## src/rtl/itm_cfg_regs.svh

```systemverilog
// Register offsets, field positions, reset values and timing counts of the configuration bank
`ifndef ITM_CFG_REGS_SVH
`define ITM_CFG_REGS_SVH

// ----------------------------------------------------------------
// Register offsets and reset values
// ----------------------------------------------------------------
`define ITM_ADDR_PIN_MAP 8'h3C
`define ITM_ADDR_RATE 8'h3D
`define ITM_ADDR_MEASUREMENT_CONTROL 8'h3E
`define ITM_RST_PIN_MAP 8'h00
`define ITM_RST_RATE 8'h00
`define ITM_RST_MEASUREMENT_CONTROL 8'h00
// Writable bits of the pin map; bits 3..1 are reserved and read as zero
`define ITM_PIN_MAP_WMASK 8'hF1

// ----------------------------------------------------------------
// Field positions
// ----------------------------------------------------------------
`define ITM_MAP_POL_LOW 7
`define ITM_MAP_AWAKE 6
`define ITM_MAP_MOTION_B 5
`define ITM_MAP_STILL 4
`define ITM_MAP_SVALID 0
`define ITM_RATE_ODR_HI 7
`define ITM_RATE_ODR_LO 5
`define ITM_RATE_WAKE_HI 4
`define ITM_RATE_WAKE_LO 2
`define ITM_RATE_OUTSIDE_CLOCK_ENABLE 1
`define ITM_RATE_EXT_TRIG 0
`define ITM_MEAS_OVR_DIS 7
`define ITM_MEAS_AUTOSLEEP 6
`define ITM_MEAS_CHAIN_HI 5
`define ITM_MEAS_CHAIN_LO 4
`define ITM_MEAS_LOW_NOISE 3
`define ITM_MEAS_BW_HI 2
`define ITM_MEAS_BW_LO 0

// ----------------------------------------------------------------
// Timing
// ----------------------------------------------------------------
`define ITM_CLK_HZ 200000000
`define ITM_ODR_BASE_HZ 320
`define ITM_ODR_MAX_CODE 3'h4
`define ITM_BW_MAX_CODE 3'h4
`define ITM_ODR_BASE_CYC (`ITM_CLK_HZ / `ITM_ODR_BASE_HZ)
`define ITM_MS_PER_S 1000
`define ITM_CYC_PER_MS (`ITM_CLK_HZ / `ITM_MS_PER_S)
`define ITM_WAKE_MS_0 16'd65
`define ITM_WAKE_MS_1 16'd130
`define ITM_WAKE_MS_2 16'd260
`define ITM_WAKE_MS_3 16'd640
`define ITM_WAKE_MS_4 16'd2560
`define ITM_WAKE_MS_5 16'd5120
`define ITM_WAKE_MS_6 16'd10240
`define ITM_WAKE_MS_7 16'd30720

`endif

```

## src/rtl/itm_pkg.sv

```systemverilog
// Types shared by the configuration bank and its helpers
package itm_pkg;

  // Register access from the serial port front end
  typedef struct packed {
    logic wr;
    logic rd;
    logic [7:0] addr;
    logic [7:0] wdata;
  } itm_reg_req_t;

  // Interrupt conditions from the status logic, all levels
  typedef struct packed {
    logic awake;
    logic motion_b;
    logic stillness;
    logic sample_valid;
  } itm_irq_src_t;

  // Chaining of motion and stillness detection
  typedef enum logic [1:0] {
    ITM_CHAIN_DEFAULT = 2'h0,
    ITM_CHAIN_LINKED = 2'h1,
    ITM_CHAIN_LOOPED = 2'h2,
    ITM_CHAIN_UNDEF = 2'h3
  } itm_chain_t;

  // Which detector is armed
  typedef enum logic [1:0] {
    ITM_WATCH_BOTH,
    ITM_WATCH_MOTION,
    ITM_WATCH_STILL
  } itm_watch_t;

endpackage

```

## src/rtl/itm_cfg.sv

```systemverilog
// Second interrupt pin map, rate and synchronisation control, and measurement control bank
`timescale 1ns/1ps
`include "itm_cfg_regs.svh"

// Summary of operation
// Pin map bit 7 set makes the second interrupt pin active low.
// Pin map bit 6 routes the awake condition to the second pin.
// Pin map bit 5 routes the second motion condition to the second pin.
// Pin map bit 4 routes the stillness condition to the second pin.
// Pin map bit 0 routes sample valid; bits 3..1 reserved, read zero.
// All mapped conditions are ORed to form the pin state.
// With nothing mapped the pin is released, not driven.
// Rate bits 7..5 select sample rate 320 Hz doubling to 5120 Hz.
// Rate bits 4..2 select wake timer 65 ms up to 30720 ms.
// Rate bit 1 enables outside clock, bit 0 outside trigger.
// Autosleep bit 6 enters wake mode once stillness is detected.
// Autosleep is ignored unless linked or looped chaining is active.
// Chain code 00: both detectors run, host acknowledges by status read.
// Chain code 01: detectors alternate, host acknowledges by status read.
// Chain code 10: detectors alternate, acknowledged internally.
// Linked or looped needs both detect enables, else default mode.
// Low-noise bit clear is normal, set is low-noise operation.
// Measurement bits 2..0 select filter corner 160 Hz up to 2560 Hz.
// Low-noise select sits at measurement bit 3.
// Host must not write codes 101..111 to rate or bandwidth fields.
module itm_cfg
#(
  parameter int ODR_BASE_CYC = `ITM_ODR_BASE_CYC, // Cycles per sample at the slowest rate
  parameter int CYC_PER_MS = `ITM_CYC_PER_MS // Cycles per millisecond of the wake timer
)
(
  input wire logic clk, // Core clock, 200 MHz
  input wire logic rst_n, // Synchronous reset, active low
  input wire itm_pkg::itm_reg_req_t reg_req, // Register access strobes from the serial port
  output logic [7:0] rd_data_q, // Read data
  output logic rd_valid_q, // Read data valid pulse
  input wire itm_pkg::itm_irq_src_t irq_src, // Interrupt conditions
  input wire logic motion_evt, // Motion detected pulse
  input wire logic stillness_evt, // Stillness detected pulse
  input wire logic status_read, // Host read of the status register
  input wire logic motion_detect_enable, // Motion detector enabled
  input wire logic stillness_detect_enable, // Stillness detector enabled
  input wire logic outside_clock_pin, // Outside clock pin
  input wire logic outside_trigger_pin, // Outside trigger pin
  output logic second_irq_pin_o, // Pin output level
  output logic second_irq_pin_oe, // Pin output enable, high while driven
  output logic sample_tick_q, // Sample strobe at the selected rate
  output logic wake_tick_q, // Wake timer expiry pulse
  output logic wake_mode_q, // Device sits in wake mode
  output logic motion_arm_q, // Motion detector armed
  output logic stillness_arm_q, // Stillness detector armed
  output logic irq_ack_q, // Internal acknowledge pulse of a detection
  output logic low_noise_q, // Low-noise operation selected
  output logic [2:0] lpf_corner_q, // Filter corner code
  output logic overrange_dis_q // Overrange disable
);
  import itm_pkg::*;

  // The fastest code divides the base by 16 and must still leave four cycles per sample
  if (ODR_BASE_CYC < 64 || CYC_PER_MS < 2)
  begin : g_bad_param
    $error("itm_cfg: timing parameters too small");
  end

  // ----------------------------------------------------------------
  // Register file
  // ----------------------------------------------------------------
  logic [7:0] map_q;
  logic [7:0] rate_q;
  logic [7:0] meas_q;
  logic hit_map;
  logic hit_rate;
  logic hit_meas;
  logic [7:0] rd_mux;

  // Address decode
  assign hit_map = reg_req.addr == `ITM_ADDR_PIN_MAP;
  assign hit_rate = reg_req.addr == `ITM_ADDR_RATE;
  assign hit_meas = reg_req.addr == `ITM_ADDR_MEASUREMENT_CONTROL;
  // Unmapped addresses read as zero; reserved map bits read as zero
  assign rd_mux = hit_map ? map_q : (hit_rate ? rate_q : (hit_meas ? meas_q : 8'h00));

  // Writes land one cycle after the strobe
  always_ff @(posedge clk)
  begin
    if (!rst_n)
    begin
      map_q <= `ITM_RST_PIN_MAP;
      rate_q <= `ITM_RST_RATE;
      meas_q <= `ITM_RST_MEASUREMENT_CONTROL;
    end
    else if (reg_req.wr)
    begin
      if (hit_map)
        map_q <= reg_req.wdata & `ITM_PIN_MAP_WMASK;
      if (hit_rate)
        rate_q <= reg_req.wdata;
      if (hit_meas)
        meas_q <= reg_req.wdata;
    end
  end

  // Read answer one cycle after the strobe
  always_ff @(posedge clk)
  begin
    if (!rst_n)
    begin
      rd_data_q <= 8'h00;
      rd_valid_q <= 1'b0;
    end
    else
    begin
      rd_data_q <= reg_req.rd ? rd_mux : rd_data_q;
      rd_valid_q <= reg_req.rd;
    end
  end

  // ----------------------------------------------------------------
  // Second interrupt pin
  // ----------------------------------------------------------------
  logic [3:0] map_sel;
  logic [3:0] src_vec;
  logic pin_any;
  logic pin_mapped;

  assign map_sel = {map_q[`ITM_MAP_AWAKE], map_q[`ITM_MAP_MOTION_B],
    map_q[`ITM_MAP_STILL], map_q[`ITM_MAP_SVALID]};
  assign src_vec = {irq_src.awake, irq_src.motion_b, irq_src.stillness, irq_src.sample_valid};
  assign pin_any = |(map_sel & src_vec);
  assign pin_mapped = |map_sel;

  // Registered pin drive; release when nothing is mapped so a shared line stays free
  always_ff @(posedge clk)
  begin
    if (!rst_n)
    begin
      second_irq_pin_o <= 1'b0;
      second_irq_pin_oe <= 1'b0;
    end
    else
    begin
      second_irq_pin_o <= pin_any ^ map_q[`ITM_MAP_POL_LOW];
      second_irq_pin_oe <= pin_mapped;
    end
  end

  // ----------------------------------------------------------------
  // Outside clock and trigger pins
  // ----------------------------------------------------------------
  logic outside_clock_enable_rise;
  logic ext_trig_rise;
  logic use_outside_clock_enable;
  logic use_ext_trig;

  itm_sync3 u_sync_clk
  (
    .clk(clk),
    .rst_n(rst_n),
    .async_in(outside_clock_pin),
    .level_q(),
    .rise_q(outside_clock_enable_rise)
  );

  itm_sync3 u_sync_trig
  (
    .clk(clk),
    .rst_n(rst_n),
    .async_in(outside_trigger_pin),
    .level_q(),
    .rise_q(ext_trig_rise)
  );

  assign use_outside_clock_enable = rate_q[`ITM_RATE_OUTSIDE_CLOCK_ENABLE];
  assign use_ext_trig = rate_q[`ITM_RATE_EXT_TRIG];

  // ----------------------------------------------------------------
  // Sample rate
  // ----------------------------------------------------------------
  logic [2:0] odr_code;
  logic [31:0] odr_period;
  logic time_adv;
  logic odr_tick;

  // Undefined codes are clamped to the fastest rate rather than running wild
  assign odr_code = (rate_q[`ITM_RATE_ODR_HI:`ITM_RATE_ODR_LO] > `ITM_ODR_MAX_CODE)
    ? `ITM_ODR_MAX_CODE : rate_q[`ITM_RATE_ODR_HI:`ITM_RATE_ODR_LO];
  assign odr_period = 32'(ODR_BASE_CYC) >> odr_code;
  // On the outside clock every timebase steps once per filtered edge
  assign time_adv = use_outside_clock_enable ? outside_clock_enable_rise : 1'b1;

  itm_tick_gen #(.CNT_W(32)) u_odr
  (
    .clk(clk),
    .rst_n(rst_n),
    .clear(1'b0),
    .adv(time_adv),
    .period(odr_period),
    .tick_q(odr_tick)
  );

  // Outside trigger replaces the internal rate as sample strobe
  always_ff @(posedge clk)
  begin
    if (!rst_n)
      sample_tick_q <= 1'b0;
    else
      sample_tick_q <= use_ext_trig ? ext_trig_rise : odr_tick;
  end

  // ----------------------------------------------------------------
  // Wake timer
  // ----------------------------------------------------------------
  logic [15:0] wake_ms;
  logic ms_tick;
  logic wake_tick;

  // Period table in milliseconds
  always_comb
  begin
    unique case (rate_q[`ITM_RATE_WAKE_HI:`ITM_RATE_WAKE_LO])
      3'h0: wake_ms = `ITM_WAKE_MS_0;
      3'h1: wake_ms = `ITM_WAKE_MS_1;
      3'h2: wake_ms = `ITM_WAKE_MS_2;
      3'h3: wake_ms = `ITM_WAKE_MS_3;
      3'h4: wake_ms = `ITM_WAKE_MS_4;
      3'h5: wake_ms = `ITM_WAKE_MS_5;
      3'h6: wake_ms = `ITM_WAKE_MS_6;
      3'h7: wake_ms = `ITM_WAKE_MS_7;
    endcase
  end

  // Millisecond prescaler, then the period counter; both idle outside wake mode
  itm_tick_gen #(.CNT_W(32)) u_ms
  (
    .clk(clk),
    .rst_n(rst_n),
    .clear(!wake_mode_q),
    .adv(time_adv),
    .period(32'(CYC_PER_MS)),
    .tick_q(ms_tick)
  );

  itm_tick_gen #(.CNT_W(16)) u_wake
  (
    .clk(clk),
    .rst_n(rst_n),
    .clear(!wake_mode_q),
    .adv(ms_tick),
    .period(wake_ms),
    .tick_q(wake_tick)
  );

  // ----------------------------------------------------------------
  // Motion and stillness chaining
  // ----------------------------------------------------------------
  itm_chain_t chain_mode;
  logic chain_ok;
  logic chained;
  logic looped;
  itm_watch_t watch_q;
  itm_watch_t watch_d;
  logic ack_d;
  logic sleep_en;

  assign chain_mode = itm_chain_t'(meas_q[`ITM_MEAS_CHAIN_HI:`ITM_MEAS_CHAIN_LO]);
  assign chain_ok = motion_detect_enable && stillness_detect_enable;
  // Undefined code 11 behaves as the default mode
  assign chained = chain_ok && (chain_mode == ITM_CHAIN_LINKED || chain_mode == ITM_CHAIN_LOOPED);
  assign looped = chained && (chain_mode == ITM_CHAIN_LOOPED);
  assign sleep_en = meas_q[`ITM_MEAS_AUTOSLEEP] && chained;

  // Alternate the armed detector; default mode keeps every enabled detector armed
  always_comb
  begin
    watch_d = watch_q;
    ack_d = 1'b0;
    if (!chained)
      watch_d = ITM_WATCH_BOTH;
    else
    begin
      unique case (watch_q)
        ITM_WATCH_BOTH: watch_d = ITM_WATCH_MOTION;
        ITM_WATCH_MOTION:
        begin
          if (motion_evt)
          begin
            watch_d = ITM_WATCH_STILL;
            ack_d = looped;
          end
        end
        ITM_WATCH_STILL:
        begin
          if (stillness_evt)
          begin
            watch_d = ITM_WATCH_MOTION;
            ack_d = looped;
          end
        end
      endcase
    end
  end

  // State and detector arms; host acknowledges through the status read outside this bank
  always_ff @(posedge clk)
  begin
    if (!rst_n)
    begin
      watch_q <= ITM_WATCH_BOTH;
      motion_arm_q <= 1'b0;
      stillness_arm_q <= 1'b0;
      irq_ack_q <= 1'b0;
    end
    else
    begin
      watch_q <= watch_d;
      motion_arm_q <= motion_detect_enable && (watch_d != ITM_WATCH_STILL);
      stillness_arm_q <= stillness_detect_enable && (watch_d != ITM_WATCH_MOTION);
      irq_ack_q <= ack_d;
    end
  end

  // Autosleep: enter wake mode on stillness, leave on motion; the set wins a clash
  always_ff @(posedge clk)
  begin
    if (!rst_n)
    begin
      wake_mode_q <= 1'b0;
      wake_tick_q <= 1'b0;
    end
    else
    begin
      if (sleep_en && stillness_evt)
        wake_mode_q <= 1'b1;
      else if (motion_evt || !sleep_en)
        wake_mode_q <= 1'b0;
      wake_tick_q <= wake_tick && wake_mode_q;
    end
  end

  // ----------------------------------------------------------------
  // Measurement controls
  // ----------------------------------------------------------------
  // Undefined bandwidth codes clamp to the widest corner
  always_ff @(posedge clk)
  begin
    if (!rst_n)
    begin
      low_noise_q <= 1'b0;
      lpf_corner_q <= 3'h0;
      overrange_dis_q <= 1'b0;
    end
    else
    begin
      low_noise_q <= meas_q[`ITM_MEAS_LOW_NOISE];
      lpf_corner_q <= (meas_q[`ITM_MEAS_BW_HI:`ITM_MEAS_BW_LO] > `ITM_BW_MAX_CODE)
        ? `ITM_BW_MAX_CODE : meas_q[`ITM_MEAS_BW_HI:`ITM_MEAS_BW_LO];
      overrange_dis_q <= meas_q[`ITM_MEAS_OVR_DIS];
    end
  end
endmodule

```

## src/rtl/itm_sync3.sv

```systemverilog
// Three-stage synchroniser that passes a change once stages two and three agree
`timescale 1ns/1ps
module itm_sync3
(
  input wire logic clk, // Core clock
  input wire logic rst_n, // Synchronous reset, active low
  input wire logic async_in, // Pin level from outside the clock domain
  output logic level_q, // Filtered level
  output logic rise_q // One-cycle pulse on a filtered rising edge
);
  logic s1_q;
  logic s2_q;
  logic s3_q;

  // Stage one is read by stage two only, to keep metastability contained
  always_ff @(posedge clk)
  begin
    if (!rst_n)
    begin
      s1_q <= 1'b0;
      s2_q <= 1'b0;
      s3_q <= 1'b0;
      level_q <= 1'b0;
      rise_q <= 1'b0;
    end
    else
    begin
      s1_q <= async_in;
      s2_q <= s1_q;
      s3_q <= s2_q;
      if (s2_q == s3_q)
        level_q <= s3_q;
      rise_q <= (s2_q == s3_q) && s3_q && !level_q;
    end
  end
endmodule

```

## src/rtl/itm_tick_gen.sv

```systemverilog
// Programmable period counter that emits one tick per period of advance strobes
`timescale 1ns/1ps
module itm_tick_gen
#(
  parameter int CNT_W = 32 // Counter width
)
(
  input wire logic clk, // Core clock
  input wire logic rst_n, // Synchronous reset, active low
  input wire logic clear, // Restart the period
  input wire logic adv, // Count one step
  input wire logic [CNT_W-1:0] period, // Steps per tick, zero treated as one
  output logic tick_q // One-cycle pulse at the end of a period
);
  logic [CNT_W-1:0] cnt_q;
  logic [CNT_W-1:0] last;
  logic wrap;

  if (CNT_W < 2)
  begin : g_bad_width
    $error("itm_tick_gen: CNT_W must be at least 2");
  end

  // Terminal count; a zero period must not stall the counter
  assign last = (period == '0) ? '0 : period - CNT_W'(1);
  assign wrap = adv && (cnt_q >= last);

  always_ff @(posedge clk)
  begin
    if (!rst_n || clear)
    begin
      cnt_q <= '0;
      tick_q <= 1'b0;
    end
    else
    begin
      cnt_q <= wrap ? '0 : (adv ? cnt_q + CNT_W'(1) : cnt_q);
      tick_q <= wrap;
    end
  end
endmodule

```

## config.mk

```make
export PLATFORM = sky130hd
export DESIGN_NAME = itm_cfg
export DESIGN_NICKNAME = d
export VERILOG_FILES = /design/src/rtl/itm_pkg.sv /design/src/rtl/itm_cfg.sv /design/src/rtl/itm_sync3.sv /design/src/rtl/itm_tick_gen.sv
export VERILOG_INCLUDE_DIRS = /design/src /design/src/rtl
export SDC_FILE = /design/constraint.sdc
export NUM_CORES = 1
export LEC_CHECK = 0
export BUFFER_PORTS_ARGS = -buffer_cell sky130_fd_sc_hd__buf_2
export CAP_MARGIN = 20
export CORE_AREA = 5 5 132 159
export CTS_CLUSTER_DIAMETER = 100
export DETAILED_ROUTE_END_ITERATION = 16
export DIE_AREA = 0 0 137 164
export GPL_TIMING_DRIVEN = 0
export HOLD_SLACK_MARGIN = 0.05
export PLACE_DENSITY = 0.67
export SETUP_SLACK_MARGIN = 0.05
export SLEW_MARGIN = 15
export SYNTH_ARGS = -nofsm -noshare
export SYNTH_HDL_FRONTEND = slang
export SYNTH_SLANG_ARGS = --single-unit
```

## constraint.sdc

```tcl
create_clock -name clk -period 8.07 [get_ports clk]
set_input_delay 1.2105 -clock clk [delete_from_list [all_inputs] [get_ports clk]]
set_output_delay 1.2105 -clock clk [all_outputs]
set_load 0.02 [all_outputs]
```

## Word-level counts from Yosys, hierarchy flattened

Memories as Yosys holds them, arrays and structs flattened. A register that Yosys moved wholly into a read port is not among the register bits.
Cells that the tools add are included.

| storage, ports and cells | value |
|---|---|
| memories | 1 |
| output and inout port bits | 22 |
| bits in latches | 0 |
| memory bits (read-only) | 96 |
| register bits after elaboration | 138 |
| logic and storage cells | 117 |
| input bits | 31 |
| RAM bits | 0 |

Memories:

| name | words | width | read ports | clocked after memory_dff | write ports | line | RTL |
|---|---|---|---|---|---|---|---|
| (name not given) | 8 | 12 | 1 | 1 | 0 | itm_cfg.sv:220 | `` unique case (rate_q[`ITM_RATE_WAKE_HI:`ITM_RATE_WAKE_LO]) `` |

| operators by class | value |
|---|---|
| add/subtract/negate cells | 5 |
| order comparisons | 5 |
| shift operators | 1 |
| bitwise logic cells | 3 |
| mux-type cells | 20 |
| eq/ne operators | 11 |
| multiply operators | 0 |
| divide/modulo/power cells | 0 |
| reductions and logical operators | 37 |

Operator list:

| cell | number |
|---|---|
| $add A32 B1 Y32 const B | 2 |
| $ge A32 B18 Y1 const B | 1 |
| $ge A32 B32 Y1 | 1 |
| $logic_not A32 Y1 | 1 |
| $mux W32 | 1 |
| $shr A20 B3 Y32 const A | 1 |
| $sub A32 B1 Y32 const B | 1 |
| $eq A8 B6 Y1 const B | 3 |
| $mux W8 | 3 |
| $add A16 B1 Y16 const B | 1 |
| $ge A16 B16 Y1 | 1 |
| $logic_not A16 Y1 | 1 |
| $mux W16 | 1 |
| $sub A16 B1 Y16 const B | 1 |
| $logic_and A1 B1 Y1 | 15 |
| $mux W3 | 4 |
| $reduce_and A2 Y1 | 4 |
| $reduce_or A2 Y1 | 4 |
| $reduce_or A4 Y1 | 2 |
| $gt A3 B3 Y1 const B | 2 |
| $mux W1 | 6 |
| $mux W2 | 3 |
| $pmux W2 S3 | 1 |
| $logic_not A1 Y1 | 5 |
| other kinds (12) | 17 |

## Depth between registers and ports, before layout

| logic depth | value |
|---|---|
| depth in word-level cells | 8 |
| depth in mapped cells | 19 |
| gate-level depth less buffers | 16 |

## By module

A second synthesis with hierarchy kept.

| unflattened totals | value |
|---|---|
| cell total of the unflattened synthesis | 1244 |
| area, all modules | 10193.5 um2 |

By module, submodules not included:

| module | instances | cells an instance | area each (um2) |
|---|---|---|---|
| itm_tick_gen at u_ms | 1 | 377 | 2947.8 |
| itm_tick_gen at u_odr | 1 | 374 | 2870.3 |
| itm_cfg | 1 | 286 | 2502.4 |
| itm_tick_gen at u_wake | 1 | 181 | 1562.7 |
| itm_sync3 | 2 | 13 | 155.1 |

## Worst setup path after synthesis

No wires, ideal clock.

| timing path | value |
|---|---|
| kind | register to register |
| from | register rate_q[6] |
| to | register u_odr.cnt_q[12] |
| path slack | 4.270 ns |
| stages on the path, launching flop included | 18 |
| setup time | 0.115 ns |
| path buffers | 3 |
| arrival | 3.685 ns |
| period minus slack after synthesis | 3.800 ns |
| cell sequence | dfxtp_1 nand2_1 ha_1 clkbuf_1 nand2b_1 a21boi_0 nand2_1 or4b_2 o21ai_0 ha_1 nand2_1 nor4_2 or4b_1 a31o_1 buf_6 o21bai_4 buf_6 nor2_1 |

| between the ends | value |
|---|---|
| word-level cells in the longest chain between the ends | 8 |
| elaborated cells between the ends (all ways) | 9 |
| those cells by class | 1 x add/sub; 2 x order compare; 1 x shift; 2 x mux; 3 x reduce/logical |

RTL lines:

| item | line | RTL |
|---|---|---|
| start: declaration | itm_cfg.sv:69 | `logic [7:0] rate_q;` |
| start signal: assignment | itm_cfg.sv:89 | `` rate_q <= `ITM_RST_RATE; `` |
| start signal: assignment | itm_cfg.sv:97 | `rate_q <= reg_req.wdata;` |
| $gt A3 B3 Y1 (no source line) | n/a |  |
| $mux W3 * | itm_cfg.sv:185 | `` assign odr_code = (rate_q[`ITM_RATE_ODR_HI:`ITM_RATE_ODR_LO] > `ITM_ODR_MAX_CODE) `` |
| $shr A20 B3 Y32 * | itm_cfg.sv:187 | `assign odr_period = 32'(ODR_BASE_CYC) >> odr_code;` |
| $sub A32 B1 Y32 / $logic_not A32 Y1 (equally long branches) | itm_tick_gen.sv:25 | `assign last = (period == '0) ? '0 : period - CNT_W'(1);` |
| $mux W32 * | itm_tick_gen.sv:25 |  |
| $ge A32 B32 Y1 * | itm_tick_gen.sv:26 | `assign wrap = adv && (cnt_q >= last);` |
| $logic_and A1 B1 Y1 * | itm_tick_gen.sv:26 |  |
| $reduce_or A2 Y1 (no source line) * | n/a |  |
| end signal: assignment | itm_tick_gen.sv:37 | `cnt_q <= wrap ? '0 : (adv ? cnt_q + CNT_W'(1) : cnt_q);` |
| end: declaration | itm_tick_gen.sv:15 | `logic [CNT_W-1:0] cnt_q;` |

Every way passes the cells marked *; elsewhere a longest branch is shown, timed or not.
A chain may end at the register's enable or synchronous reset.

## Worst setup path in the final report

| timing path | value |
|---|---|
| from | register rate_q[7] |
| to | register u_odr.cnt_q[26] |

Same word-level chain as after synthesis.

==> impl_metrics.tcl <==
set metrics [dict create \
    final_common_cell "dfxtp_1" \
    stdcell_count 1217 \
    async_flop_share 0 \
    required_ns 8.38 \
    port_buffers 50 \
    drv_cap 0 \
    grt-ovfl-total 0 \
    met2_usage 0.260 \
    p_int_uw 1170 \
    post-route-drc-count 0 \
    grt_pass1_wl_mm 28.2 \
    cts_setup_buffers 0 \
    slowest_delay_ns 0.60 \
    viasPerCell 5.05 \
    syn_nets 959 \
    crit_path_max_fanout 10 \
    drv_slew 0 \
    r2r-start "rate_q[7]" \
    crit_top_cell "nand2_1" \
    cts_root_buffer "clkbuf_16" \
    hp-class "reg -> reg" \
    run_status "complete, no violations" \
    rows 56 \
    powerDensity_mw_per_mm2 179 \
    switching_share 0.253 \
    met1_usage 0.186 \
    setup_viol 0 \
    io-pin-count 53 \
    grt_start_max_net_pins 19 \
    routedWlPerCell_um 13.3 \
    mostFrequentLayoutCells "148 x dfxtp_1, 130 x nor2_1, 60 x nand2_1" \
    crit_chain "inv_1 > nand2_1 > ha_1 > clkbuf_1 > nand2b_1 > a21boi_0 > nand2_1 > or4b_2 > o21ai_0 > ha_1 > nand2_1 > nor4_2 > or4b_1 > a31o_1 > buf_6 > o21bai_4 > buf_6 > nor2_1" \
    synth_area_mm2 0.00758 \
    drt_iter0_markers 279 \
    start_util 0.393 \
    syn_inst 874 \
    dp.cells 1185 \
    setup_tns_ns 0 \
    grt_busiest_layer "met2" \
    arrival_ns 4.81 \
    fp.coreArea_mm2 0.0193 \
    detail-route-antenna-nets 0 \
    seqPwrFrac 0.471 \
    antenna_found_initial 0 \
    drive_gt1_frac 0.101 \
    slew_headroom 0.513 \
    hold_buffers 0 \
    clkSinkCount 148 \
    r2r_slack_ns 3.57 \
    r2r_end "u_odr.cnt_q[26]" \
    clock_latency_ns 0.43 \
    critPathLaunch "rate_q[7]" \
    critPathSlowestCell "or4b_2" \
    grtUsageMet3 0.0313 \
    synth_seq_area_share 0.391 \
    cts_made_buffers 17 \
    nNetsFinal 1028 \
    fin_skew_ns 0.0115 \
    clkSlewWorstSetupHoldPaths_ns 0.08 \
    dr_total_vias 6150 \
    rsz0062_at_grt "no" \
    hold_viol_final 0 \
    synth.distinct_cells 61 \
    vdd_drop_max_uv 126 \
    fin_crit_sh 0.557 \
    p_switching_uw 396 \
    area_growth_pct 15.5 \
    first_pass_iters 4 \
    cts_resized 0 \
    worstSetupPathType "reg -> reg" \
    die_area_mm2 0.0225 \
    fp.dieW_um 137 \
    place.gp.congestion 0.871 \
    ys_warn_count 0 \
    timing.final.crit_period_ns 4.50 \
    grtUsageTotal 0.153 \
    synthFlopType "dfxtp_1" \
    endpoint "u_odr.cnt_q[26]" \
    p_comb_frac 0.025 \
    synth-edff-count 0 \
    r2r_cells 18 \
    leakagePower_uw 0.00352 \
    avgSynthCellArea_um2 8.67 \
    end_kind "register" \
    fp.dieH_um 164 \
    dpl.hpwl_mm 12.2 \
    ys_ff_latch 148 \
    cp-start-kind "register" \
    antennaDiodeCount 0 \
    clk_path_buf_depth 2 \
    cts_max_level 4 \
    tightestPinTransition_ns 0.729 \
    drt-total-wl_mm 16.2 \
    p_clk_frac 0.505 \
    grt_pass1_vias 6056 \
    tritoncts "built" \
    fmax_mhz 222 \
]
[power groups by stage]
stage / combinational (uW) / sequential (uW) / clock, uW
6_report: 38.5 / 736 / 790
5_1_grt: 42.7 / 736 / 837
4_1_cts: 38.8 / 736 / 803
3_5_place_dp: 38.7 / 753 / 0
3_3_place_gp: 38.4 / 753 / 0
2_1_floorplan: 20.5 / 753 / 0
[worst max-delay path: cells and delay by family, from the launching register on]
family                   cells  cell delay (ns)
flip-flops                   1             0.35
adder cells (fa/ha/maj)      2             0.45
AND/OR/NAND/NOR              8             2.01
buffers and inverters        4             0.67
AO/OA/AOI/OAI                4             0.92
[registers in the layout (all words and copies together) (netlist names), 2 cells and up]
register	flops
u_ms.cnt_q	32
u_odr.cnt_q	32
u_wake.cnt_q	16
wake_ms	10
meas_q	8
rate_q	8
rd_data_q	8
map_q	5
lpf_corner_q	3
watch_q	2
[layer usage]
layer  up-vias  share of wire
met5         -              0
met4         0          0.026
met3        34          0.041
met2       131           0.48
met1      2829           0.45
li1       3156              -
[synthesized netlist by cell type, types with 6 or more instances]
master      n  area, um^2
a21o_1      6        45.0
a21oi_1    38         190
and2_1     24         150
and3_1     15        93.8
and4_1      8        70.1
clkbuf_1   23        86.3
dfxtp_1   148        2960
ha_1       54         676
inv_1      35         131
mux2i_1    30         300
nand2_1    60         225
nand2b_1   14        87.6
nand3_1    35         175
nand4_1    28         175
nor2_1    130         488
nor2b_1    27         169
nor3_1     19        95.1
nor3b_1     8        60.1
nor4_1      8        50.1
o21ai_0    14        70.1
xnor2_1    35         307
xor2_1     44         385
[how the worst min path moves through the flow]
stage,from,end,slack [ns],cells after the start
6_report,u_sync_clk.level_q,u_sync_clk.rise_q,0.43,1
5_1_grt,u_sync_clk.level_q,u_sync_clk.rise_q,0.45,1
4_1_cts,u_sync_trig.level_q,u_sync_trig.rise_q,0.43,1
3_5_place_dp,u_sync_trig.level_q,u_sync_trig.rise_q,0.41,1
3_3_place_gp,u_sync_clk.level_q,u_sync_clk.rise_q,0.40,1
2_1_floorplan,u_sync_clk.level_q,u_sync_clk.rise_q,0.39,1
[logic make-up after synthesis]
kind of cell	share of synthesized area
flip-flops	0.391
AO/OA/AOI/OAI	0.0826
AND/OR/NAND/NOR	0.271
multiplexers	0.0396
buffers and inverters	0.0358
XOR/XNOR	0.0913
adder cells (fa/ha/maj)	0.0892
[area by class of cell]
type,instances,area [um^2]
well taps,261,327
fillers,1859,10500
plain buffers,30,140
clock inverters,15,175
multi-input cells,661,4340
flip-flops and latches,148,2960
inverters,35,131
repair buffers,50,250
clock buffers,17,425
[metrics by stage]
stage          hold WS [ns]  area, um^2  worst slack (ns)  power (uW)  utilization
2_1_floorplan         0.390        7580              4.27         774            -
3_3_place_gp          0.404        8160              3.69         791        0.423
3_5_place_dp          0.411        8160              3.63         792        0.423
4_1_cts               0.435        8760              3.60        1580        0.454
5_1_grt               0.447        8760              3.31        1620        0.454
6_report              0.434        8760              3.57        1560        0.454
(Power assumes the default switching activity.)
